## src/shared/out_div_pkg.sv

```systemverilog
package out_div_pkg;

  // ****************************************************************
  // Register offsets and reset values
  // ****************************************************************
  localparam int         ADDR_W            = 4;
  localparam int         DATA_W            = 16;
  localparam logic [3:0] PAIR_B_DIV_OFF    = 4'h8;
  localparam logic [3:0] CH4_CTRL_OFF      = 4'h9;
  localparam logic [3:0] CH4_INT_FRAC_OFF  = 4'hA;
  localparam logic [3:0] CH4_FRAC_LOW_OFF  = 4'hB;
  localparam logic [15:0] PAIR_B_DIV_RST   = 16'h0000;
  localparam logic [15:0] CH4_CTRL_RST     = 16'h0000;
  localparam logic [15:0] CH4_INT_FRAC_RST = 16'h0000;
  localparam logic [15:0] CH4_FRAC_LOW_RST = 16'h0000;
  localparam logic [15:0] READ_IDLE        = 16'h0000;

  // ****************************************************************
  // Field positions
  // ****************************************************************
  localparam int PAIR_B_DIV_LSB = 0;
  localparam int INT_DIV_W      = 8;
  localparam int SRC_LSB        = 13;
  localparam int PRESCALE_LSB   = 10;
  localparam int PRESCALE_W     = 3;
  localparam int FRAC_EN_BIT    = 9;
  localparam int EDGE_RATE_BIT  = 8;
  localparam int NEG_EN_BIT     = 7;
  localparam int POS_EN_BIT     = 6;
  localparam int DRIVER_LSB     = 3;
  localparam int MODE_LSB       = 1;
  localparam int SUPPLY_BIT     = 0;
  localparam int CH4_INT_LSB    = 4;
  localparam int FRAC_HIGH_LSB  = 0;
  localparam int FRAC_HIGH_W    = 4;
  localparam int FRAC_LOW_W     = 16;
  localparam int FRAC_W         = 20;
  localparam int RATIO_W        = 10;

  // ****************************************************************
  // Codes and decoded types
  // ****************************************************************
  localparam logic [2:0] PRESCALE_DIV2 = 3'h0;
  localparam logic [2:0] PRESCALE_DIV3 = 3'h1;
  localparam logic [2:0] PRESCALE_DIV1 = 3'h7;
  localparam logic [1:0] PRESCALE_CNT2 = 2'h2;
  localparam logic [1:0] PRESCALE_CNT3 = 2'h3;
  localparam logic [1:0] PRESCALE_CNT1 = 2'h1;

  typedef enum logic [1:0] {
    SRC_SYNTH     = 2'h0,
    SRC_PRIMARY   = 2'h1,
    SRC_SECONDARY = 2'h2
  } source_t;

  typedef enum logic [1:0] {
    DRV_LVDS   = 2'h0,
    DRV_LVCMOS = 2'h2,
    DRV_HCSL   = 2'h3
  } driver_t;

  typedef enum logic [1:0] {
    MODE_OFF    = 2'h0,
    MODE_CLOCK  = 2'h1,
    MODE_LOW    = 2'h2,
    MODE_HIGH   = 2'h3
  } mode_t;

endpackage

```

## src/shared/divider_if.sv

```systemverilog
`timescale 1ns/1ps
interface divider_if #(
  parameter int W = 10
);
  logic         advance;
  logic [W-1:0] ratio;
  logic         tick;

  modport ctl (output advance, output ratio, input tick);
  modport div (input advance, input ratio, output tick);
endinterface

```

## src/rtl/output_channel_divider_config.sv

```systemverilog
`timescale 1ns/1ps
module output_channel_divider_config #(
  parameter bit LOW_VCO = 1'b0
) (
  input  wire logic        clk,
  input  wire logic        reset,
  input  wire logic [3:0]  cfg_addr,
  input  wire logic [15:0] cfg_wdata,
  input  wire logic        cfg_write,
  input  wire logic        cfg_read,
  output logic [15:0]      cfg_rdata,
  output logic             cfg_rvalid,
  output logic             pair_b_clk_out,
  output logic             chan_four_pos_out,
  output logic             chan_four_neg_out,
  output logic             chan_four_diff_out,
  output logic [1:0]       chan_four_source_select,
  output logic [1:0]       chan_four_driver_type,
  output logic             chan_four_edge_rate,
  output logic             chan_four_supply_select,
  output logic             chan_four_prescale_reserved,
  output logic             chan_four_running
);

  localparam int RW = out_div_pkg::RATIO_W;
  localparam int FW = out_div_pkg::FRAC_W;

  // ****************************************************************
  // Helpers
  // ****************************************************************
  function automatic logic [RW-1:0] ratio_of(input logic [7:0] v);
    ratio_of = RW'(v) + RW'(1);
  endfunction

  function automatic logic [1:0] prescale_count(input logic [2:0] code,
                                                input logic       low_vco);
    if (code == out_div_pkg::PRESCALE_DIV2) begin
      prescale_count = out_div_pkg::PRESCALE_CNT2;
    end else if (code == out_div_pkg::PRESCALE_DIV3) begin
      prescale_count = out_div_pkg::PRESCALE_CNT3;
    end else if (code == out_div_pkg::PRESCALE_DIV1 && low_vco) begin
      prescale_count = out_div_pkg::PRESCALE_CNT1;
    end else begin
      prescale_count = 2'h0;
    end
  endfunction

  function automatic out_div_pkg::source_t source_of(input logic [1:0] c);
    if (c == 2'h1) begin
      source_of = out_div_pkg::SRC_PRIMARY;
    end else if (c == 2'h2) begin
      source_of = out_div_pkg::SRC_SECONDARY;
    end else begin
      source_of = out_div_pkg::SRC_SYNTH;
    end
  endfunction

  function automatic out_div_pkg::driver_t driver_of(input logic [1:0] c);
    if (c == 2'h2) begin
      driver_of = out_div_pkg::DRV_LVCMOS;
    end else if (c == 2'h3) begin
      driver_of = out_div_pkg::DRV_HCSL;
    end else begin
      driver_of = out_div_pkg::DRV_LVDS;
    end
  endfunction

  // ****************************************************************
  // Configuration registers
  // ****************************************************************
  logic [15:0] pair_b_div_q;
  logic [15:0] ch4_ctrl_q;
  logic [15:0] ch4_int_frac_q;
  logic [15:0] ch4_frac_low_q;

  // Stored whole, reserved bits included, so reads echo writes
  always_ff @(posedge clk) begin
    if (reset) begin
      pair_b_div_q   <= out_div_pkg::PAIR_B_DIV_RST;
      ch4_ctrl_q     <= out_div_pkg::CH4_CTRL_RST;
      ch4_int_frac_q <= out_div_pkg::CH4_INT_FRAC_RST;
      ch4_frac_low_q <= out_div_pkg::CH4_FRAC_LOW_RST;
    end else if (cfg_write) begin
      if (cfg_addr == out_div_pkg::PAIR_B_DIV_OFF) begin
        pair_b_div_q <= cfg_wdata;
      end else if (cfg_addr == out_div_pkg::CH4_CTRL_OFF) begin
        ch4_ctrl_q <= cfg_wdata;
      end else if (cfg_addr == out_div_pkg::CH4_INT_FRAC_OFF) begin
        ch4_int_frac_q <= cfg_wdata;
      end else if (cfg_addr == out_div_pkg::CH4_FRAC_LOW_OFF) begin
        ch4_frac_low_q <= cfg_wdata;
      end
    end
  end

  // ****************************************************************
  // Read port
  // ****************************************************************
  logic [15:0] rdata_q;
  logic        rvalid_q;

  always_ff @(posedge clk) begin
    if (reset) begin
      rdata_q  <= out_div_pkg::READ_IDLE;
      rvalid_q <= 1'b0;
    end else begin
      rvalid_q <= cfg_read;
      if (!cfg_read) begin
        rdata_q <= out_div_pkg::READ_IDLE;
      end else if (cfg_addr == out_div_pkg::PAIR_B_DIV_OFF) begin
        rdata_q <= pair_b_div_q;
      end else if (cfg_addr == out_div_pkg::CH4_CTRL_OFF) begin
        rdata_q <= ch4_ctrl_q;
      end else if (cfg_addr == out_div_pkg::CH4_INT_FRAC_OFF) begin
        rdata_q <= ch4_int_frac_q;
      end else if (cfg_addr == out_div_pkg::CH4_FRAC_LOW_OFF) begin
        rdata_q <= ch4_frac_low_q;
      end else begin
        rdata_q <= out_div_pkg::READ_IDLE;
      end
    end
  end

  // ****************************************************************
  // Field extraction
  // ****************************************************************
  logic [7:0]    pair_b_integer_divide;
  logic [1:0]    src_code;
  logic [2:0]    chan_four_prescale;
  logic          chan_four_fractional_enable;
  logic          edge_rate_bit;
  logic          chan_four_neg_side_enable;
  logic          chan_four_pos_side_enable;
  logic [1:0]    drv_code;
  logic [1:0]    chan_four_output_mode;
  logic          supply_bit;
  logic [7:0]    chan_four_integer_divide;
  logic [FW-1:0] chan_four_fraction_value;

  assign pair_b_integer_divide =
    pair_b_div_q[out_div_pkg::PAIR_B_DIV_LSB +: out_div_pkg::INT_DIV_W];
  assign src_code = ch4_ctrl_q[out_div_pkg::SRC_LSB +: 2];
  assign chan_four_prescale =
    ch4_ctrl_q[out_div_pkg::PRESCALE_LSB +: out_div_pkg::PRESCALE_W];
  assign chan_four_fractional_enable =
    ch4_ctrl_q[out_div_pkg::FRAC_EN_BIT];
  assign edge_rate_bit = ch4_ctrl_q[out_div_pkg::EDGE_RATE_BIT];
  assign chan_four_neg_side_enable = ch4_ctrl_q[out_div_pkg::NEG_EN_BIT];
  assign chan_four_pos_side_enable = ch4_ctrl_q[out_div_pkg::POS_EN_BIT];
  assign drv_code = ch4_ctrl_q[out_div_pkg::DRIVER_LSB +: 2];
  assign chan_four_output_mode = ch4_ctrl_q[out_div_pkg::MODE_LSB +: 2];
  assign supply_bit = ch4_ctrl_q[out_div_pkg::SUPPLY_BIT];
  assign chan_four_integer_divide =
    ch4_int_frac_q[out_div_pkg::CH4_INT_LSB +: out_div_pkg::INT_DIV_W];
  assign chan_four_fraction_value = {
    ch4_int_frac_q[out_div_pkg::FRAC_HIGH_LSB +: out_div_pkg::FRAC_HIGH_W],
    ch4_frac_low_q[out_div_pkg::FRAC_LOW_W-1:0]
  };

  // ****************************************************************
  // Pair B divider
  // ****************************************************************
  divider_if #(.W(RW)) pair_b_div ();
  logic pair_b_level_q;

  assign pair_b_div.advance = 1'b1;
  assign pair_b_div.ratio   = ratio_of(pair_b_integer_divide);

  ratio_divider #(.W(RW)) u_pair_b (
    .clk   (clk),
    .reset (reset),
    .d     (pair_b_div)
  );

  always_ff @(posedge clk) begin
    if (reset) begin
      pair_b_level_q <= 1'b0;
    end else if (pair_b_div.tick) begin
      pair_b_level_q <= ~pair_b_level_q;
    end
  end

  // ****************************************************************
  // Channel four prescaler
  // ****************************************************************
  logic [1:0] pre_len;
  logic [1:0] pre_cnt_q;
  logic       pre_tick;

  assign pre_len = prescale_count(chan_four_prescale, LOW_VCO);

  always_ff @(posedge clk) begin
    if (reset || !chan_four_fractional_enable || pre_len == 2'h0) begin
      pre_cnt_q <= 2'h0;
    end else if (pre_cnt_q >= pre_len - 2'h1) begin
      pre_cnt_q <= 2'h0;
    end else begin
      pre_cnt_q <= pre_cnt_q + 2'h1;
    end
  end

  // Bypassed unless the fraction is on; reserved code stalls the chain
  always_comb begin
    if (!chan_four_fractional_enable) begin
      pre_tick = 1'b1;
    end else if (pre_len == 2'h0) begin
      pre_tick = 1'b0;
    end else begin
      pre_tick = (pre_cnt_q >= pre_len - 2'h1);
    end
  end

  // ****************************************************************
  // Channel four integer and fractional divider
  // ****************************************************************
  divider_if #(.W(RW)) ch4_div ();
  logic [FW-1:0] frac_acc_q;
  logic          stretch_q;
  logic [FW:0]   frac_sum;

  assign frac_sum = {1'b0, frac_acc_q} + {1'b0, chan_four_fraction_value};
  assign ch4_div.advance = pre_tick;
  assign ch4_div.ratio   = ratio_of(chan_four_integer_divide)
                         + RW'(stretch_q);

  ratio_divider #(.W(RW)) u_ch4 (
    .clk   (clk),
    .reset (reset),
    .d     (ch4_div)
  );

  // Carry out of the accumulator stretches the next period by one
  always_ff @(posedge clk) begin
    if (reset || !chan_four_fractional_enable) begin
      frac_acc_q <= '0;
      stretch_q  <= 1'b0;
    end else if (ch4_div.tick) begin
      frac_acc_q <= frac_sum[FW-1:0];
      stretch_q  <= frac_sum[FW];
    end
  end

  // ****************************************************************
  // Channel four output stage
  // ****************************************************************
  logic ch4_level_q;
  logic ch4_out_level;
  logic cmos_sel;

  always_ff @(posedge clk) begin
    if (reset) begin
      ch4_level_q <= 1'b0;
    end else if (chan_four_output_mode != out_div_pkg::MODE_CLOCK) begin
      ch4_level_q <= 1'b0;
    end else if (ch4_div.tick) begin
      ch4_level_q <= ~ch4_level_q;
    end
  end

  always_comb begin
    case (chan_four_output_mode)
      out_div_pkg::MODE_CLOCK: ch4_out_level = ch4_level_q;
      out_div_pkg::MODE_HIGH:  ch4_out_level = 1'b1;
      default:                 ch4_out_level = 1'b0;
    endcase
  end

  assign cmos_sel = (driver_of(drv_code) == out_div_pkg::DRV_LVCMOS);

  logic pos_q;
  logic neg_q;
  logic diff_q;
  logic run_q;

  always_ff @(posedge clk) begin
    if (reset) begin
      pos_q  <= 1'b0;
      neg_q  <= 1'b0;
      diff_q <= 1'b0;
      run_q  <= 1'b0;
    end else begin
      pos_q  <= cmos_sel && chan_four_pos_side_enable
             && ch4_out_level;
      // Negative side needs positive side and a live mode
      neg_q  <= cmos_sel && chan_four_pos_side_enable
             && chan_four_neg_side_enable && !ch4_out_level
             && (|chan_four_output_mode);
      diff_q <= !cmos_sel && ch4_out_level;
      run_q  <= (chan_four_output_mode == out_div_pkg::MODE_CLOCK)
             && (pre_len != 2'h0 || !chan_four_fractional_enable);
    end
  end

  // ****************************************************************
  // Decoded settings
  // ****************************************************************
  logic [1:0] src_q;
  logic [1:0] drv_q;
  logic       edge_q;
  logic       supply_q;
  logic       pre_rsv_q;

  always_ff @(posedge clk) begin
    if (reset) begin
      src_q     <= out_div_pkg::SRC_SYNTH;
      drv_q     <= out_div_pkg::DRV_LVDS;
      edge_q    <= 1'b0;
      supply_q  <= 1'b0;
      pre_rsv_q <= 1'b0;
    end else begin
      src_q     <= source_of(src_code);
      drv_q     <= driver_of(drv_code);
      edge_q    <= edge_rate_bit;
      supply_q  <= supply_bit;
      pre_rsv_q <= chan_four_fractional_enable
                && (pre_len == 2'h0);
    end
  end

  assign cfg_rdata                   = rdata_q;
  assign cfg_rvalid                  = rvalid_q;
  assign pair_b_clk_out              = pair_b_level_q;
  assign chan_four_pos_out           = pos_q;
  assign chan_four_neg_out           = neg_q;
  assign chan_four_diff_out          = diff_q;
  assign chan_four_source_select     = src_q;
  assign chan_four_driver_type       = drv_q;
  assign chan_four_edge_rate         = edge_q;
  assign chan_four_supply_select     = supply_q;
  assign chan_four_prescale_reserved = pre_rsv_q;
  assign chan_four_running           = run_q;

endmodule

```

## src/rtl/ratio_divider.sv

```systemverilog
`timescale 1ns/1ps
module ratio_divider #(
  parameter int W = 10
) (
  input  wire logic   clk,
  input  wire logic   reset,
  divider_if.div      d
);

  logic [W-1:0] cnt_q;
  logic         tick_q;

  // ****************************************************************
  // Count advance pulses, one tick per ratio pulses
  // ****************************************************************
  always_ff @(posedge clk) begin
    if (reset) begin
      cnt_q  <= '0;
      tick_q <= 1'b0;
    end else begin
      tick_q <= 1'b0;
      if (d.advance) begin
        // Compare with >= so a shrunk ratio never runs away
        if (cnt_q >= d.ratio - W'(1)) begin
          cnt_q  <= '0;
          tick_q <= 1'b1;
        end else begin
          cnt_q <= cnt_q + W'(1);
        end
      end
    end
  end

  assign d.tick = tick_q;

endmodule

```

## config.mk

```make
export PLATFORM = sky130hd
export DESIGN_NAME = output_channel_divider_config
export DESIGN_NICKNAME = d
export VERILOG_FILES = /design/src/shared/out_div_pkg.sv /design/src/shared/divider_if.sv /design/src/rtl/output_channel_divider_config.sv /design/src/rtl/ratio_divider.sv
export SDC_FILE = /design/constraint.sdc
export NUM_CORES = 1
export LEC_CHECK = 0
export ABC_AREA = 1
export BUFFER_PORTS_ARGS = -buffer_cell sky130_fd_sc_hd__buf_4
export CAP_MARGIN = 20
export CORE_UTILIZATION = 65
export CTS_CLUSTER_DIAMETER = 30
export CTS_CLUSTER_SIZE = 40
export DETAILED_ROUTE_END_ITERATION = 6
export HOLD_SLACK_MARGIN = 0.1
export MAX_ROUTING_LAYER = met4
export PLACE_DENSITY = 0.85
export SYNTH_ARGS = -nofsm -noshare
export SYNTH_HDL_FRONTEND = slang
export SYNTH_SLANG_ARGS = --single-unit
```

## constraint.sdc

```tcl
create_clock -name clk -period 6.8 [get_ports clk]
set_input_delay 0.68 -clock clk [delete_from_list [all_inputs] [get_ports clk]]
set_output_delay 0.68 -clock clk [all_outputs]
set_load 0.05 [all_outputs]
```

==> impl_metrics.env <==
export IMPL_status="completed"
export IMPL_worstMarginPinSlew_ns=0.941
export IMPL_critPathBufInv=2
export IMPL_r2r_slack_ns=3.99
export IMPL_ioPinCount=53
export IMPL_synth_cells=991
export IMPL_io_buffers=52
export IMPL_power_density_nw_per_um2=227
export IMPL_cts_buffer_depth=2
export IMPL_cts_htree_levels=4
export IMPL_rsz0062_at_grt="false"
export IMPL_post_route_drc_count=0
export IMPL_ys_flop_type="dfxtp_1"
export IMPL_fin_area_sq_um=8060
export IMPL_cts_sinks=139
export IMPL_grt_util_all_layers_pct=33.3
export IMPL_vias=6550
export IMPL_power_total_mw=1.83
export IMPL_ys_warn_count=0
export IMPL_dpl_cell_count=1146
export IMPL_r2r_end="u_ch4.cnt_q[4]$_SDFFE_PP0P_"
export IMPL_cp_top_family="simple AND/OR/NAND/NOR gates"
export IMPL_crit_path_end_kind="flop"
export IMPL_grt_pass1_wl_um=28900
export IMPL_p_leak_nw=3.58
export IMPL_drt_total_wl_um=17300
export IMPL_vdd_drop_max_mv=0.235
export IMPL_synth_distinct_cells=40
export IMPL_post_route_min_period_ns=2.81
export IMPL_grt_max_degree=59
export IMPL_crit_path_end="u_ch4.cnt_q[4]$_SDFFE_PP0P_"
export IMPL_worstPathRequired_ns=7.22
export IMPL_cts_tree="built"
export IMPL_timing_setup_tns_ns=0
export IMPL_fin_crit_sh_pct=41.3
export IMPL_finalNonFillerCells=1178
export IMPL_critPathLaunchType="flop"
export IMPL_setup_viol=0
export IMPL_path_cells="ha_1 > ha_1 > nand3_1 > nor2_1 > nand2_1 > xor2_1 > inv_1 > ha_1 > nand4_1 > nor3_1 > nor2_1 > inv_1 > nand2_1 > nand2_1 > nor2_1"
export IMPL_grt_antenna_before_repair=0
export IMPL_cp_max_fo=7
export IMPL_numCtsBuffers=17
export IMPL_async_reset_ff_share_pct=0
export IMPL_clkTransAtPathRegs_ns=0.06
export IMPL_fp_dieH_um=107
export IMPL_grt_overflow=0
export IMPL_path_depth=15
export IMPL_fmax_ghz=0.356
export IMPL_hold_viol=0
export IMPL_cp_startpoint="stretch_q$_SDFFE_PP0P_"
export IMPL_die_width_um=107
export IMPL_fin_skew_ns=0.00957
export IMPL_drive_gt1_share_pct=9.88
export IMPL_cp_data_arrival_time_ns=3.23
export IMPL_ant_nets=0
export IMPL_drt_first_iter_violations=617
export IMPL_relSlewSlack_pct=37.1
export IMPL_maxCapViolCount=0
export IMPL_syn_to_final_growth_pct=13.6
export IMPL_hp_start="cfg_wdata[14]"
export IMPL_slew_violations=0
export IMPL_grt_pass1_vias=6266
export IMPL_initial_utilization_pct=67.9
export IMPL_cts_root_buf="clkbuf_8"
export IMPL_ys_ff_latch=139
export IMPL_clock_latency_ns=0.54
export IMPL_rr_worst_depth=15
export IMPL_fp_coreArea_sq_um=10500
export IMPL_cts_resized=0
export IMPL_seq_area_frac_synth_pct=39.2
export IMPL_antenna_cells=0
export IMPL_die_area_sq_um=11300
export IMPL_post_cts_setup_buffer_count=0
export IMPL_slowest_stage="dfxtp_1"
export IMPL_gp_congestion=0.911
export IMPL_slowest_delay_ns=0.37
export IMPL_crit_type="reg -> reg"
export IMPL_nNetsFinal=1099
export IMPL_syn_cell_area_sq_um=7100
export IMPL_post_dp_cell_area_sq_um=7500
export IMPL_wire_per_inst_um=14.7
export IMPL_fp_row_count=37
export IMPL_cts_hold_buffers=0
export IMPL_via_per_inst=5.56
export IMPL_min_path_type="in -> reg"
export IMPL_hpwl_um=12100
export IMPL_synth_edf_count=0
export IMPL_synth_nets=1060
export IMPL_reg2reg_from="stretch_q$_SDFFE_PP0P_"
export IMPL_synth_avg_cell_area_sq_um=7.16
export IMPL_first_pass_iters=7
-- worst min-delay path by stage --
stage / to / slack (ns) / cells past startpoint
after floorplan: chan_four_source_select[0]$_SDFF_PP0_ / 0.42 / 1
after global placement: ch4_ctrl_q[5]$_SDFFE_PP0P_ / 0.44 / 2
after detailed placement: chan_four_supply_select$_SDFF_PP0_ / 0.44 / 2
after CTS: ch4_ctrl_q[14]$_SDFFE_PP0P_ / 0.42 / 3
after global routing: ch4_ctrl_q[14]$_SDFFE_PP0P_ / 0.43 / 3
final: ch4_ctrl_q[14]$_SDFFE_PP0P_ / 0.42 / 3
-- worst min-delay path: stages --
cell     delay (ns)
buf_4          0.11
o21ai_2        0.06
a21oi_2        0.08
-- cells in the mapped netlist, types with 3 or more instances --
cell type / instances / share of area [%]
a21oi_1: 122 / 8.6
a21oi_2: 3 / 0.37
and2_1: 3 / 0.26
buf_2: 10 / 0.70
buf_6: 4 / 0.63
clkbuf_1: 21 / 1.1
dfxtp_1: 139 / 39
ha_1: 44 / 7.8
inv_1: 148 / 7.8
inv_2: 3 / 0.16
nand2_1: 185 / 9.8
nand3_1: 59 / 4.2
nand4_1: 10 / 0.88
nor2_1: 92 / 4.9
nor3_1: 13 / 0.92
o21ai_0: 60 / 4.2
o21ai_1: 3 / 0.21
o21ai_2: 5 / 0.62
o22ai_1: 16 / 1.4
xnor2_1: 8 / 0.99
xor2_1: 16 / 2.0
-- layout by cell type (no fill, tap or decap), types with 2 or more instances in the layout --
| cell type | instances |
|---|---|
| inv_2 | 3 |
| xor2_1 | 16 |
| dfxtp_1 | 139 |
| a21o_1 | 2 |
| nand4_1 | 10 |
| o21ai_1 | 3 |
| nor2_1 | 92 |
| clkinv_4 | 2 |
| o211ai_1 | 2 |
| buf_4 | 55 |
| nand3_1 | 59 |
| or2_1 | 2 |
| nor3_4 | 2 |
| xnor2_1 | 8 |
| nor2_2 | 2 |
| o22ai_1 | 16 |
| nand3b_1 | 2 |
| o21ai_2 | 5 |
| clkbuf_16 | 16 |
| nor3_1 | 13 |
| a21oi_1 | 122 |
| nand2_1 | 185 |
| ha_1 | 44 |
| and2_1 | 3 |
| nor4_1 | 2 |
| clkbuf_1 | 5 |
| a21oi_2 | 3 |
| nand3_2 | 2 |
| clkbuf_8 | 5 |
| inv_1 | 148 |
| o21ai_0 | 60 |
-- metrics by stage --
stage	setup WS (ns)	hold WS, ns	util [%]
floorplan	4.64	0.422	-
global placement	4.14	0.441	71.7
detailed placement	4.07	0.443	71.7
CTS	4.07	0.420	76.9
global route	3.79	0.432	77.1
finish	3.99	0.425	77.1
-- registers in the layout (all words and copies together) (netlist names), 2 cells and up --
signal	cells
pair_b_div_q	16
chan_four_source_select	2
frac_acc_q	20
ch4_int_frac_q	16
chan_four_driver_type	2
cfg_rdata	16
ch4_frac_low_q	16
pre_cnt_q	2
u_pair_b.cnt_q	10
u_ch4.cnt_q	10
ch4_ctrl_q	16
-- report_power, final --
part | switching [mW] | internal, mW
clock | 0.340 | 0.523
sequential | 0.00941 | 0.828
combinational | 0.0855 | 0.0410
total | 0.435 | 1.39
-- cell type report --
class                      count  area (sq um)
inverter                     151           567
fill                         783          2400
clock buffer                  26           488
timing repair buffer          56           428
multi-input combinational    665          3570
clock inverter                 5          60.1
tap                          136           170
sequential                   139          2780
-- layer usage --
layer	vias up	wire length (um)	part of all wire (%)	track usage (%)
met5	-	0	0	-
met4	0	539	3.1	14.1
met3	47	1230	7.1	7.36
met2	263	8100	47	52.7
met1	2948	7480	43	41.1
li1	3292	-	-	-
-- cell families (layout without fill, tap and decap cells) --
logic type | after synthesis | in the layout | share of synthesized area [%]
compound gates | 217 | 217 | 16.4
xor+xnor | 24 | 24 | 2.96
fa+ha+maj | 45 | 45 | 8.04
buf+inv | 187 | 238 | 10.5
flops | 139 | 139 | 39.2
other cells | 1 | 1 | 0.0528
simple gates | 378 | 378 | 22.9
(Power assumes the default switching activity.)
